==> config.mk <==
export PLATFORM = sky130hd
export DESIGN_NAME = uec_counter
export DESIGN_NICKNAME = d
export VERILOG_FILES = /design/src/design/uec_pkg.sv /design/src/design/uec_pulse_qual.sv /design/src/design/uec_counter.sv
export SDC_FILE = /design/constraint.sdc
export NUM_CORES = 1
export LEC_CHECK = 0
export BUFFER_PORTS_ARGS = -buffer_cell sky130_fd_sc_hd__clkbuf_2
export CORE_ASPECT_RATIO = 1.4
export CORE_UTILIZATION = 45
export CTS_CLUSTER_SIZE = 14
export DETAILED_ROUTE_END_ITERATION = 8
export PLACE_DENSITY = 0.74
export SKIP_CTS_REPAIR_TIMING = 1
export SLEW_MARGIN = 40
export SYNTH_ARGS = -nofsm -noshare
export SYNTH_HDL_FRONTEND = slang
export SYNTH_SLANG_ARGS = --single-unit
==> constraint.sdc <==
create_clock -name sys_clk_i -period 3.8 [get_ports sys_clk_i]
set_clock_uncertainty 0.15 [all_clocks]
set_input_delay 0.57 -clock sys_clk_i [delete_from_list [all_inputs] [get_ports sys_clk_i]]
set_output_delay 0.57 -clock sys_clk_i [all_outputs]
set_load 0.005 [all_outputs]
==> src/design/uec_pkg.sv <==
// constants and types shared by the up/down event counter
package uec_pkg;
  localparam longint CLK_HZ = 200_000_000;
  localparam longint MIN_SHORT_MS = 100;
  localparam longint MIN_LONG_MS = 350;
  localparam longint MAX_PULSE_S = 30;
  // least times round up, the longest time is already whole cycles
  localparam longint MIN_SHORT_CYC = (MIN_SHORT_MS * CLK_HZ + 999) / 1000;
  localparam longint MIN_LONG_CYC = (MIN_LONG_MS * CLK_HZ + 999) / 1000;
  localparam longint MAX_PULSE_CYC = MAX_PULSE_S * CLK_HZ;
  localparam int PULSE_CNT_W = 34;
  localparam int CNT_W = 16;
  localparam logic [15:0] COUNT_RST = 16'h0000;
  localparam logic [15:0] VALUE_MIN = 16'h0001;
  localparam logic [15:0] VALUE_MAX = 16'hFFFF;
  typedef enum logic [2:0] {
    UEC_UP_ONLY = 3'b001,
    UEC_DOWN_ONLY = 3'b010,
    UEC_UP_DOWN = 3'b100
  } uec_variant_t;
endpackage

==> src/design/uec_pulse_qual.sv <==
// qualifies a low-high-low pulse by its high time
module uec_pulse_qual #(
  parameter longint MIN_SHORT = uec_pkg::MIN_SHORT_CYC,
  parameter longint MIN_LONG = uec_pkg::MIN_LONG_CYC,
  parameter longint MAX_LEN = uec_pkg::MAX_PULSE_CYC,
  parameter int CW = uec_pkg::PULSE_CNT_W
) (
  // clock and reset
  input wire logic sys_clk_i,
  input wire logic reset_n_i,
  // synchronised level and minimum select
  input wire logic level_i,
  input wire logic min_long_i,
  // one-cycle pulse after an accepted falling edge
  output logic valid_o
);
  localparam logic [CW-1:0] MIN_S = CW'(MIN_SHORT);
  localparam logic [CW-1:0] MIN_L = CW'(MIN_LONG);
  localparam logic [CW-1:0] MAX_C = CW'(MAX_LEN);
  localparam logic [CW-1:0] SAT_C = CW'(MAX_LEN + 1);

  logic [CW-1:0] high_len_reg;
  logic [CW-1:0] min_len;
  logic falling;

  assign min_len = min_long_i ? MIN_L : MIN_S;
  assign falling = !level_i && (high_len_reg != '0);

  // saturating count of high cycles; an overlong pulse stays above the limit
  always_ff @(posedge sys_clk_i or negedge reset_n_i) begin
    if (!reset_n_i) begin
      high_len_reg <= '0;
    end else if (level_i) begin
      if (high_len_reg != SAT_C) begin
        high_len_reg <= high_len_reg + 1'b1;
      end
    end else begin
      high_len_reg <= '0;
    end
  end

  always_ff @(posedge sys_clk_i or negedge reset_n_i) begin
    if (!reset_n_i) begin
      valid_o <= 1'b0;
    end else begin
      valid_o <= falling && (high_len_reg >= min_len) && (high_len_reg <= MAX_C);
    end
  end

  a_pulse_window: assert property (@(posedge sys_clk_i) disable iff (!reset_n_i)
    valid_o |-> $past(high_len_reg) >= $past(min_len) && $past(high_len_reg) <= MAX_C
      && $past(level_i) == 1'b0)
    else $error("pulse accepted outside its length window");
endmodule

==> src/design/uec_counter.sv <==
// up/down event counter with thresholds, clear and preload
module uec_counter #(
  parameter uec_pkg::uec_variant_t VARIANT = uec_pkg::UEC_UP_DOWN,
  parameter longint MIN_SHORT = uec_pkg::MIN_SHORT_CYC,
  parameter longint MIN_LONG = uec_pkg::MIN_LONG_CYC,
  parameter longint MAX_LEN = uec_pkg::MAX_PULSE_CYC
) (
  // clock and reset
  input wire logic sys_clk_i,
  input wire logic reset_n_i,
  // event and control pins
  input wire logic count_up_i,
  input wire logic count_down_i,
  input wire logic clear_in_i,
  input wire logic preload_in_i,
  // configuration, steady while running
  input wire logic [15:0] upper_thr_i,
  input wire logic [15:0] start_val_i,
  input wire logic wrap_auto_i,
  input wire logic reload_auto_i,
  input wire logic clear_min_long_i,
  input wire logic preload_min_long_i,
  // state
  output logic [15:0] count_o,
  output logic high_limit_o,
  output logic empty_o
);
  localparam bit HAS_UP = (VARIANT != uec_pkg::UEC_DOWN_ONLY);
  localparam bit HAS_DOWN = (VARIANT != uec_pkg::UEC_UP_ONLY);

  logic [3:0] sync1_reg;
  logic [3:0] sync2_reg;
  logic [1:0] prev_reg;
  logic up_edge;
  logic down_edge;
  logic clear_v;
  logic preload_v;
  logic [15:0] upper_eff;
  logic [15:0] start_eff;
  logic [15:0] count_next;
  logic high_next;
  logic empty_next;

  // every event and control pin passes two flops before anything reads it
  always_ff @(posedge sys_clk_i or negedge reset_n_i) begin
    if (!reset_n_i) begin
      sync1_reg <= 4'h0;
      sync2_reg <= 4'h0;
    end else begin
      sync1_reg <= {preload_in_i, clear_in_i, count_down_i, count_up_i};
      sync2_reg <= sync1_reg;
    end
  end

  always_ff @(posedge sys_clk_i or negedge reset_n_i) begin
    if (!reset_n_i) begin
      prev_reg <= 2'h0;
    end else begin
      prev_reg <= sync2_reg[1:0];
    end
  end

  assign up_edge = HAS_UP && sync2_reg[0] && !prev_reg[0];
  assign down_edge = HAS_DOWN && sync2_reg[1] && !prev_reg[1];

  // zero settings are outside the legal range and read as the least value
  assign upper_eff = (upper_thr_i < uec_pkg::VALUE_MIN) ? uec_pkg::VALUE_MIN : upper_thr_i;
  assign start_eff = (start_val_i < uec_pkg::VALUE_MIN) ? uec_pkg::VALUE_MIN : start_val_i;

  uec_pulse_qual #(
    .MIN_SHORT(MIN_SHORT),
    .MIN_LONG(MIN_LONG),
    .MAX_LEN(MAX_LEN),
    .CW(uec_pkg::PULSE_CNT_W)
  ) u_clear_qual (
    .sys_clk_i(sys_clk_i),
    .reset_n_i(reset_n_i),
    .level_i(sync2_reg[2]),
    .min_long_i(clear_min_long_i),
    .valid_o(clear_v)
  );

  uec_pulse_qual #(
    .MIN_SHORT(MIN_SHORT),
    .MIN_LONG(MIN_LONG),
    .MAX_LEN(MAX_LEN),
    .CW(uec_pkg::PULSE_CNT_W)
  ) u_preload_qual (
    .sys_clk_i(sys_clk_i),
    .reset_n_i(reset_n_i),
    .level_i(sync2_reg[3]),
    .min_long_i(preload_min_long_i),
    .valid_o(preload_v)
  );

  always_comb begin
    count_next = count_o;
    high_next = high_limit_o;
    empty_next = empty_o;
    if (clear_v) begin
      count_next = uec_pkg::COUNT_RST;
      high_next = 1'b0;
      empty_next = 1'b0;
    end else if (preload_v) begin
      count_next = start_eff;
      high_next = 1'b0;
      empty_next = 1'b0;
    end else if (high_limit_o && wrap_auto_i) begin
      // the flag stood for exactly one cycle; edges in this cycle are dropped
      count_next = uec_pkg::COUNT_RST;
      high_next = 1'b0;
    end else if (empty_o && reload_auto_i) begin
      count_next = start_eff;
      empty_next = 1'b0;
    end else if (up_edge && down_edge) begin
      count_next = count_o;
    end else if (up_edge) begin
      // at the threshold further increments are ignored (manual wrap)
      if (count_o < upper_eff && count_o != uec_pkg::VALUE_MAX) begin
        count_next = count_o + 16'h0001;
        high_next = (count_o + 16'h0001) == upper_eff;
        empty_next = 1'b0;
      end
    end else if (down_edge) begin
      // at zero further decrements are ignored (manual reload)
      if (count_o != uec_pkg::COUNT_RST) begin
        count_next = count_o - 16'h0001;
        empty_next = (count_o == 16'h0001);
        high_next = 1'b0;
      end
    end
  end

  always_ff @(posedge sys_clk_i or negedge reset_n_i) begin
    if (!reset_n_i) begin
      count_o <= uec_pkg::COUNT_RST;
      high_limit_o <= 1'b0;
      empty_o <= 1'b0;
    end else begin
      count_o <= count_next;
      high_limit_o <= high_next;
      empty_o <= empty_next;
    end
  end

  a_clear_wins: assert property (@(posedge sys_clk_i) disable iff (!reset_n_i)
    clear_v |=> count_o == 16'h0000 && !high_limit_o && !empty_o)
    else $error("clear did not zero count and flags");

  a_preload_loads: assert property (@(posedge sys_clk_i) disable iff (!reset_n_i)
    preload_v && !clear_v |=> count_o == $past(start_eff) && !high_limit_o && !empty_o)
    else $error("preload did not load start value");

  a_up_step: assert property (@(posedge sys_clk_i) disable iff (!reset_n_i)
    !clear_v && !preload_v && !high_limit_o && !empty_o && up_edge && !down_edge
      && count_o < upper_eff |=> count_o == $past(count_o) + 16'h0001)
    else $error("increment missed");

  a_down_step: assert property (@(posedge sys_clk_i) disable iff (!reset_n_i)
    !clear_v && !preload_v && !high_limit_o && !empty_o && down_edge && !up_edge
      && count_o != 16'h0000 |=> count_o == $past(count_o) - 16'h0001)
    else $error("decrement missed");

  a_both_edges: assert property (@(posedge sys_clk_i) disable iff (!reset_n_i)
    !clear_v && !preload_v && !high_limit_o && !empty_o && up_edge && down_edge
      |=> $stable(count_o))
    else $error("simultaneous edges changed the count");

  a_auto_wrap: assert property (@(posedge sys_clk_i) disable iff (!reset_n_i)
    $rose(high_limit_o) && wrap_auto_i && !clear_v && !preload_v
      |=> !high_limit_o && count_o == 16'h0000)
    else $error("automatic wrap did not clear after one cycle");

  a_auto_reload: assert property (@(posedge sys_clk_i) disable iff (!reset_n_i)
    empty_o && reload_auto_i && !high_limit_o && !clear_v && !preload_v
      |=> !empty_o && count_o == $past(start_eff))
    else $error("automatic reload did not load start value");

  a_manual_hold: assert property (@(posedge sys_clk_i) disable iff (!reset_n_i)
    high_limit_o && !wrap_auto_i && !clear_v && !preload_v && !down_edge
      |=> high_limit_o && $stable(count_o))
    else $error("manual high limit not held");

  a_flag_causes: assert property (@(posedge sys_clk_i) disable iff (!reset_n_i)
    $rose(empty_o) |-> count_o == 16'h0000 && $past(count_o) == 16'h0001)
    else $error("empty flag without reaching zero");

  a_limit_cause: assert property (@(posedge sys_clk_i) disable iff (!reset_n_i)
    $rose(high_limit_o) |-> count_o == upper_eff)
    else $error("high limit flag away from the threshold");

  a_manual_floor: assert property (@(posedge sys_clk_i) disable iff (!reset_n_i)
    empty_o && !reload_auto_i && !clear_v && !preload_v && !up_edge
      |=> empty_o && $stable(count_o))
    else $error("manual empty flag not held");

  c_wrap: cover property (@(posedge sys_clk_i) disable iff (!reset_n_i)
    $rose(high_limit_o) ##1 count_o == 16'h0000);
  c_reload: cover property (@(posedge sys_clk_i) disable iff (!reset_n_i)
    $rose(empty_o) ##1 !empty_o);
  c_clear: cover property (@(posedge sys_clk_i) disable iff (!reset_n_i)
    clear_v && preload_v);
  c_hold_full: cover property (@(posedge sys_clk_i) disable iff (!reset_n_i)
    high_limit_o && !wrap_auto_i && up_edge);
  c_both_edges: cover property (@(posedge sys_clk_i) disable iff (!reset_n_i)
    up_edge && down_edge);
endmodule

==> flow_summary.json, run 1 <==
{
  "ctsRootBufferMaster": "sky130_fd_sc_hd__clkbuf_16",
  "crit_path_end_kind": "register",
  "vdd_drop_max_mv": 0.305,
  "cts_tree": "built",
  "tightestPinTransition_ns": 0.808,
  "clock_insertion_delay_worst_skew_ns": 0.34,
  "syn-num-nets": 887,
  "globalRouteTotalUtil_pct": 21.9,
  "reg2reg_depth": 7,
  "hold_depth": 1,
  "rsz0062_at_grt": "no",
  "critical-path-top-cell-by-count": "sky130_fd_sc_hd__or4_4",
  "gp_congestion": 0.935,
  "p_leak_nw": 3.56,
  "pin_count": 60,
  "design.core.area_um2": 15200,
  "yosys_register_bits": 98,
  "drt-initial-drc-count": 492,
  "timing.fmax_mhz": 292,
  "numPlacedInstances": 1026,
  "grt_antenna_before_repair": 0,
  "setup-violations-final": 0,
  "fill_cells": 1397,
  "final.min_clock_period_ns": 3.43,
  "synth.distinct_cells": 60,
  "timing.reg2reg.setup_slack_ns": 0.37,
  "layout-drive-gt1-share_pct": 11.7,
  "synth.avg_cell_area_um2": 8.80,
  "async_flop_share_pct": 100,
  "r2r-end": "count_o[0]",
  "dp_hpwl_um": 12700,
  "worstPathBufferInverterCount": 0,
  "synth_cells": 801,
  "hold_critical_path_endpoint": "sync1_reg[0]",
  "number_of_logic_stages_on_the_critical_path_including_buffering": 7,
  "effective_utilization_at_floorplan_pct": 46.4,
  "finalNetCount": 933,
  "layout.area.seq_um2": 2450,
  "worst-endpoint-arrival_ns": 3.50,
  "design.die.area_um2": 16200,
  "cp_top_family": "simple AND/OR/NAND/NOR gates",
  "grt.overflow.total": 0,
  "drc_errors": 0,
  "tritoncts.num_buffers": 9,
  "cp-startpoint": "count_o[4]",
  "drt-total-wl_um": 16900,
  "placement.io_buffers": 59,
  "slew_headroom_pct": 46.0,
  "tritoncts_num_sinks": 98,
  "routedWlPerCell_um": 16.2,
  "row_count": 53,
  "finalSetupTns_ns": 0,
  "synth-warning-count": 0,
  "critical_path.max_fanout": 14,
  "max-cap-violations": 0,
  "routed_metal_1_wire_length_um": 7160,
  "detail-route-antenna-nets": 0,
  "worstPathRequired_ns": 3.87,
  "viasPerCell": 5.87,
  "total_area_of_multi_input_combinational_cells_um2": 4300,
  "hold_viol": 0,
  "path_class": "register to register",
  "die_height_um": 150,
  "synth_enable_flop_cells": 0,
  "synthFlopType": "sky130_fd_sc_hd__dfrtp_1",
  "critical-path-slowest-cell": "sky130_fd_sc_hd__or4_4",
  "die_w_um": 108,
  "pin_count_of_the_biggest_net_entering_global_routing": 60,
  "antenna_cells": 0,
  "clockBufferDepth": 2,
  "routed-wl-met3_um": 651,
  "syn_area_um2": 7050,
  "dr_total_vias": 6126,
  "worst_hold_startpoint": "count_up_i",
  "setup_crit_start_kind": "register",
  "run_status": "complete, no violations",
  "detail_route.first_pass.iterations": 5,
  "ys_seq_area_share_pct": 34.8,
  "grt_pass1_vias": 5824,
  "timing.rr.start": "count_o[4]",
  "final_cell_count_no_fill": 1044,
  "routed-wl-met2_um": 8220,
  "timing.final.crit_share_pct": 90.2,
  "area_growth_syn_to_layout_pct": 10.9,
  "first_pass_grt_wire_length_um": 28100,
  "hold_class": "primary input to register",
  "worst_setup_hold_path_clk_slew_ns": 0.07,
  "crit_chain": "or4_4, or4_4, nor2_1, a21o_1, o31a_1, and2_1, mux2_1",
  "drv_slew": 0,
  "cellPowerDensity_nw_per_um2": 385,
  "critical-path-max-stage-delay_ns": 0.62,
  "cts-htree-levels": 3,
  "top_routing_layer_in_use": "met4"
}
==> how the worst max path moves through the flow <==
| stage | endpoint |
|---|---|
| after global routing | count_o[0] |
| after detailed placement | count_o[0] |
| after CTS | count_o[0] |
| after floorplan | count_o[0] |
| final | count_o[0] |
| after global placement | count_o[0] |
==> power breakdown <==
part | internal, mW | switching (mW) | total, mW
logic | 0.378 | 0.491 | 0.870
registers | 1.12 | 0.176 | 1.29
clock network | 0.461 | 0.385 | 0.846
==> stage by stage <==
stage | power, mW | utilization (%) | worst slack [ns] | cell area, um2 | hold slack [ns]
floorplan | 1.82 | - | 0.773 | 7050 | 0.124
global placement | 2.14 | 49.4 | 0.336 | 7500 | 0.181
detailed placement | 2.16 | 49.4 | 0.248 | 7500 | 0.185
CTS | 3.01 | 51.2 | 0.406 | 7780 | 0.167
global route | 3.19 | 51.5 | 0.290 | 7820 | 0.159
finish | 3.01 | 51.5 | 0.372 | 7820 | 0.175
==> synth_stat cells, types with 3 or more instances <==
cell type | count | area, um2
sky130_fd_sc_hd__a2111oi_0 | 6 | 52.6
sky130_fd_sc_hd__a21boi_0 | 9 | 67.6
sky130_fd_sc_hd__a21o_1 | 5 | 37.5
sky130_fd_sc_hd__a21oi_1 | 29 | 145
sky130_fd_sc_hd__a22oi_1 | 8 | 60.1
sky130_fd_sc_hd__a31oi_1 | 6 | 37.5
sky130_fd_sc_hd__a41oi_1 | 3 | 26.3
sky130_fd_sc_hd__and2_1 | 62 | 388
sky130_fd_sc_hd__and3_1 | 10 | 62.6
sky130_fd_sc_hd__and4_1 | 14 | 123
sky130_fd_sc_hd__buf_2 | 4 | 20.0
sky130_fd_sc_hd__clkbuf_1 | 29 | 109
sky130_fd_sc_hd__dfrtp_1 | 98 | 2450
sky130_fd_sc_hd__ha_1 | 44 | 551
sky130_fd_sc_hd__inv_1 | 38 | 143
sky130_fd_sc_hd__mux2_2 | 3 | 33.8
sky130_fd_sc_hd__mux2i_1 | 4 | 40.0
sky130_fd_sc_hd__nand2_1 | 68 | 255
sky130_fd_sc_hd__nand2b_1 | 5 | 31.3
sky130_fd_sc_hd__nand3_1 | 37 | 185
sky130_fd_sc_hd__nand3b_1 | 4 | 30.0
sky130_fd_sc_hd__nand4_1 | 25 | 156
sky130_fd_sc_hd__nand4b_1 | 3 | 26.3
sky130_fd_sc_hd__nor2_1 | 30 | 113
sky130_fd_sc_hd__nor2b_1 | 16 | 100
sky130_fd_sc_hd__nor3_1 | 29 | 145
sky130_fd_sc_hd__nor4_1 | 27 | 169
sky130_fd_sc_hd__o211ai_1 | 4 | 30.0
sky130_fd_sc_hd__o21ai_0 | 24 | 120
sky130_fd_sc_hd__o221ai_1 | 3 | 26.3
sky130_fd_sc_hd__o22ai_1 | 3 | 18.8
sky130_fd_sc_hd__o2bb2a_1 | 6 | 60.1
sky130_fd_sc_hd__o31ai_1 | 10 | 75.1
sky130_fd_sc_hd__or3_1 | 11 | 68.8
sky130_fd_sc_hd__or4_1 | 8 | 60.1
sky130_fd_sc_hd__or4_4 | 4 | 45.0
sky130_fd_sc_hd__xnor2_1 | 56 | 490
sky130_fd_sc_hd__xor2_1 | 26 | 228
==> cell families (layout without fill, tap and decap cells) <==
logic type | after synthesis | count (layout) | synth area share, %
buffers and inverters | 74 | 125 | 4.23
adder cells (fa/ha/maj) | 44 | 44 | 7.81
multiplexers | 8 | 8 | 1.21
AO/OA/AOI/OAI | 133 | 133 | 12.9
flip-flops | 98 | 98 | 34.8
XOR/XNOR | 82 | 82 | 10.2
AND/OR/NAND/NOR | 362 | 362 | 28.8
==> cells in the final DEF, fill, tap and decap left out, types with 4 or more instances in the layout <==
cell type                   netlist  layout
sky130_fd_sc_hd__a2111oi_0        6       6
sky130_fd_sc_hd__a21boi_0         9       9
sky130_fd_sc_hd__a21o_1           5       5
sky130_fd_sc_hd__a21oi_1         29      29
sky130_fd_sc_hd__a22oi_1          8       8
sky130_fd_sc_hd__a31oi_1          6       6
sky130_fd_sc_hd__and2_1          62      62
sky130_fd_sc_hd__and3_1          10      10
sky130_fd_sc_hd__and4_1          14      14
sky130_fd_sc_hd__buf_4            2      11
sky130_fd_sc_hd__clkbuf_16        0       9
sky130_fd_sc_hd__clkbuf_2         0      58
sky130_fd_sc_hd__dfrtp_1         98      96
sky130_fd_sc_hd__ha_1            44      44
sky130_fd_sc_hd__inv_1           38      38
sky130_fd_sc_hd__mux2i_1          4       4
sky130_fd_sc_hd__nand2_1         68      68
sky130_fd_sc_hd__nand2b_1         5       5
sky130_fd_sc_hd__nand3_1         37      37
sky130_fd_sc_hd__nand3b_1         4       4
sky130_fd_sc_hd__nand4_1         25      25
sky130_fd_sc_hd__nor2_1          30      30
sky130_fd_sc_hd__nor2b_1         16      16
sky130_fd_sc_hd__nor3_1          29      29
sky130_fd_sc_hd__nor4_1          27      26
sky130_fd_sc_hd__o211ai_1         4       4
sky130_fd_sc_hd__o21ai_0         24      24
sky130_fd_sc_hd__o2bb2a_1         6       6
sky130_fd_sc_hd__o31ai_1         10      10
sky130_fd_sc_hd__or3_1           11      11
sky130_fd_sc_hd__or4_1            8       8
sky130_fd_sc_hd__or4_4            4       4
sky130_fd_sc_hd__xnor2_1         56      56
sky130_fd_sc_hd__xor2_1          26      26
==> layout make-up <==
cell class                 count  area share [%]
inverter                      38            1.82
tap                          192            3.07
timing repair buffer          71            5.15
clock buffer                  12            3.15
sequential                    98            31.4
clock inverter                 4           0.352
multi-input combinational    629            55.0
==> layer usage <==
metal | vias up | track usage (%)
met1 | 2915 | 26.5
met2 | 169 | 36.2
met4 | 0 | 14.2
met3 | 52 | 3.09
met5 | - | 0
li1 | 2990 | -
==> worst register-to-register path, cell delays in order, from the launching register on <==
cell and delay, ns:
sky130_fd_sc_hd__dfrtp_1 0.48, sky130_fd_sc_hd__or4_4 0.62, sky130_fd_sc_hd__or4_4 0.48, sky130_fd_sc_hd__nor2_1 0.25, sky130_fd_sc_hd__a21o_1 0.16, sky130_fd_sc_hd__o31a_1 0.42, sky130_fd_sc_hd__and2_1 0.41, sky130_fd_sc_hd__mux2_1 0.35
Note: power is estimated with default switching activity, not from simulation.
==> run 2: changes to the inputs <==
Settings changed: CORE_ASPECT_RATIO 1.4 to default, GPL_TIMING_DRIVEN from default to 0, PLACE_DENSITY 0.74 to 0.76.
Clock period 3.8 ns to 2.8 ns, I/O delays scaled along.
==> flow_summary.json, run 2 (same netlist as run 1, synthesis figures left out) <==
{
  "run_status": "finished with violations",
  "failed_checks": "setup timing",
  "vdd_drop_max_mv": 0.375,
  "drv_slew": 0,
  "routedWlPerCell_um": 16.3,
  "minimum_setup_slack_in_the_final_design_ns": -0.146,
  "grt_pass1_vias": 5898,
  "area_growth_syn_to_layout_pct": 21.4,
  "reg2reg_depth": 11,
  "layout-drive-gt1-share_pct": 19.9,
  "final.hold.worst_slack_ns": 0.0192,
  "dr_total_vias": 6399,
  "drt-initial-drc-count": 613,
  "crit_chain": "ha_4, nor2b_1, o211ai_1, a2111oi_4, or4_1, o31a_1, buf_6, and2_4, buf_8, buf_4, o31ai_1",
  "crit_path_end_kind": "register",
  "worstPathRequired_ns": 2.91,
  "viasPerCell": 5.76,
  "grt.overflow.total": 0,
  "hold_viol": 0,
  "r2r-end": "count_o[4]",
  "worstPathBufferInverterCount": 3,
  "ctsRootBufferMaster": "sky130_fd_sc_hd__clkbuf_16",
  "power.total_mw": 4.55,
  "dp_hpwl_um": 12800,
  "drt-total-wl_um": 18100,
  "setup-violations-final": 14,
  "final_cell_count_no_fill": 1110,
  "max-cap-violations": 0,
  "fill_cells": 1354,
  "design.core.area_um2": 15300,
  "cts-htree-levels": 3,
  "hold_class": "primary input to register",
  "rsz0062_at_grt": "yes",
  "globalRouteTotalUtil_pct": 22.2,
  "timing.fmax_mhz": 339,
  "grt_antenna_before_repair": 0,
  "placement.io_buffers": 59,
  "detail-route-antenna-nets": 0,
  "gp_congestion": 0.986,
  "pin_count_of_the_biggest_net_entering_global_routing": 70,
  "die_w_um": 127,
  "design.die.area_um2": 16200,
  "finalNetCount": 980,
  "final_common_cell": "sky130_fd_sc_hd__dfrtp_1",
  "most-common-layout-cells": "89 x sky130_fd_sc_hd__dfrtp_1, 68 x sky130_fd_sc_hd__nand2_1, 61 x sky130_fd_sc_hd__and2_1",
  "drc_errors": 0,
  "timing.final.crit_share_pct": 105,
  "clockBufferDepth": 2,
  "final.min_clock_period_ns": 2.95,
  "critical-path-max-stage-delay_ns": 0.49,
  "setup_crit_start_kind": "register",
  "timing.reg2reg.setup_slack_ns": -0.15,
  "hold_depth": 1,
  "tritoncts.num_buffers": 9,
  "pin_count": 60,
  "die_height_um": 127,
  "first_pass_grt_wire_length_um": 28700,
  "slew_headroom_pct": 47.6,
  "p_leak_nw": 3.82,
  "antenna_cells": 0,
  "timing.rr.start": "count_o[1]",
  "worst-endpoint-arrival_ns": 3.05,
  "effective_utilization_at_floorplan_pct": 46.2,
  "tightestPinTransition_ns": 0.786,
  "critical_path.max_fanout": 8,
  "tritoncts_num_sinks": 98,
  "clock_insertion_delay_worst_skew_ns": 0.36,
  "cts_tree": "built",
  "hold_critical_path_endpoint": "sync1_reg[1]",
  "numPlacedInstances": 1072,
  "detail_route.first_pass.iterations": 5,
  "worst_hold_startpoint": "count_down_i",
  "cellPowerDensity_nw_per_um2": 532,
  "row_count": 45,
  "worst_setup_hold_path_clk_slew_ns": 0.07,
  "critical-path-slowest-cell": "sky130_fd_sc_hd__dfrtp_2",
  "cp_top_family": "compound AO/OA/AOI/OAI gates",
  "path_class": "register to register"
}
## run 2: cell count changes in the layout (fill, tap and decap cells not counted), moves of 7 or more
cell / previous run / this run
sky130_fd_sc_hd__dfrtp_1: 96 / 89
sky130_fd_sc_hd__nor3_2: 0 / 7
sky130_fd_sc_hd__dfrtp_2: 2 / 9
sky130_fd_sc_hd__buf_4: 11 / 21
sky130_fd_sc_hd__buf_6: 0 / 8
sky130_fd_sc_hd__clkbuf_1: 2 / 23
sky130_fd_sc_hd__o31ai_1: 10 / 3
sky130_fd_sc_hd__nor3_1: 29 / 22
## run 2: layout make-up
cell class	instances	area [um2]	share of cell area, %
plain buffers	34	170	1.99
clock buffers	10	239	2.79
clock inverters	6	65.1	0.761
inverters	38	143	1.67
multi-input cells	629	4640	54.2
flip-flops and latches	98	2460	28.8
well taps	211	264	3.09
repair buffers	84	571	6.67
## run 2: worst max path at each step
| stage | start | endpoint | slack [ns] | depth (start not counted) |
|---|---|---|---|---|
| finish | count_o[1] | count_o[4] | -0.15 | 11 |
| global route | upper_thr_i[12] | count_o[10] | -0.24 | 13 |
| CTS | count_o[10] | count_o[0] | -0.36 | 10 |
| detailed placement | upper_thr_i[12] | count_o[0] | -0.49 | 13 |
| global placement | upper_thr_i[2] | count_o[0] | -0.50 | 13 |
| floorplan | upper_thr_i[15] | count_o[0] | -0.05 | 12 |
## run 2: stage by stage
step                      worst slack, ns  setup TNS (ns)  area (um2)  util [%]
after floorplan                   -0.0499         -0.0499        7060         -
after global placement             -0.497          -19.81        7620      50.0
after detailed placement           -0.491           -7.66        7660      50.2
after CTS                          -0.361           -4.78        7960      52.2
after global routing               -0.242           -2.40        8550      56.1
final                              -0.146           -1.08        8550      56.1
## run 2: layer usage
layer	wire (um)	global-route usage [%]
met2	8390	36.0
met4	471	8.61
met3	774	3.02
met1	8440	30.1
met5	0	0
## run 2: where the power goes
group	switching [mW]	internal [mW]
sequential	0.175	1.53
clock	0.553	0.719
combinational	0.858	0.718
## run 2: worst register-to-register path, stage by stage (launching register included)
cell and delay, ns:
sky130_fd_sc_hd__dfrtp_2 0.49, sky130_fd_sc_hd__ha_4 0.26, sky130_fd_sc_hd__nor2b_1 0.12, sky130_fd_sc_hd__o211ai_1 0.26, sky130_fd_sc_hd__a2111oi_4 0.13, sky130_fd_sc_hd__or4_1 0.42, sky130_fd_sc_hd__o31a_1 0.26, sky130_fd_sc_hd__buf_6 0.14
sky130_fd_sc_hd__and2_4 0.14, sky130_fd_sc_hd__buf_8 0.14, sky130_fd_sc_hd__buf_4 0.14, sky130_fd_sc_hd__o31ai_1 0.21
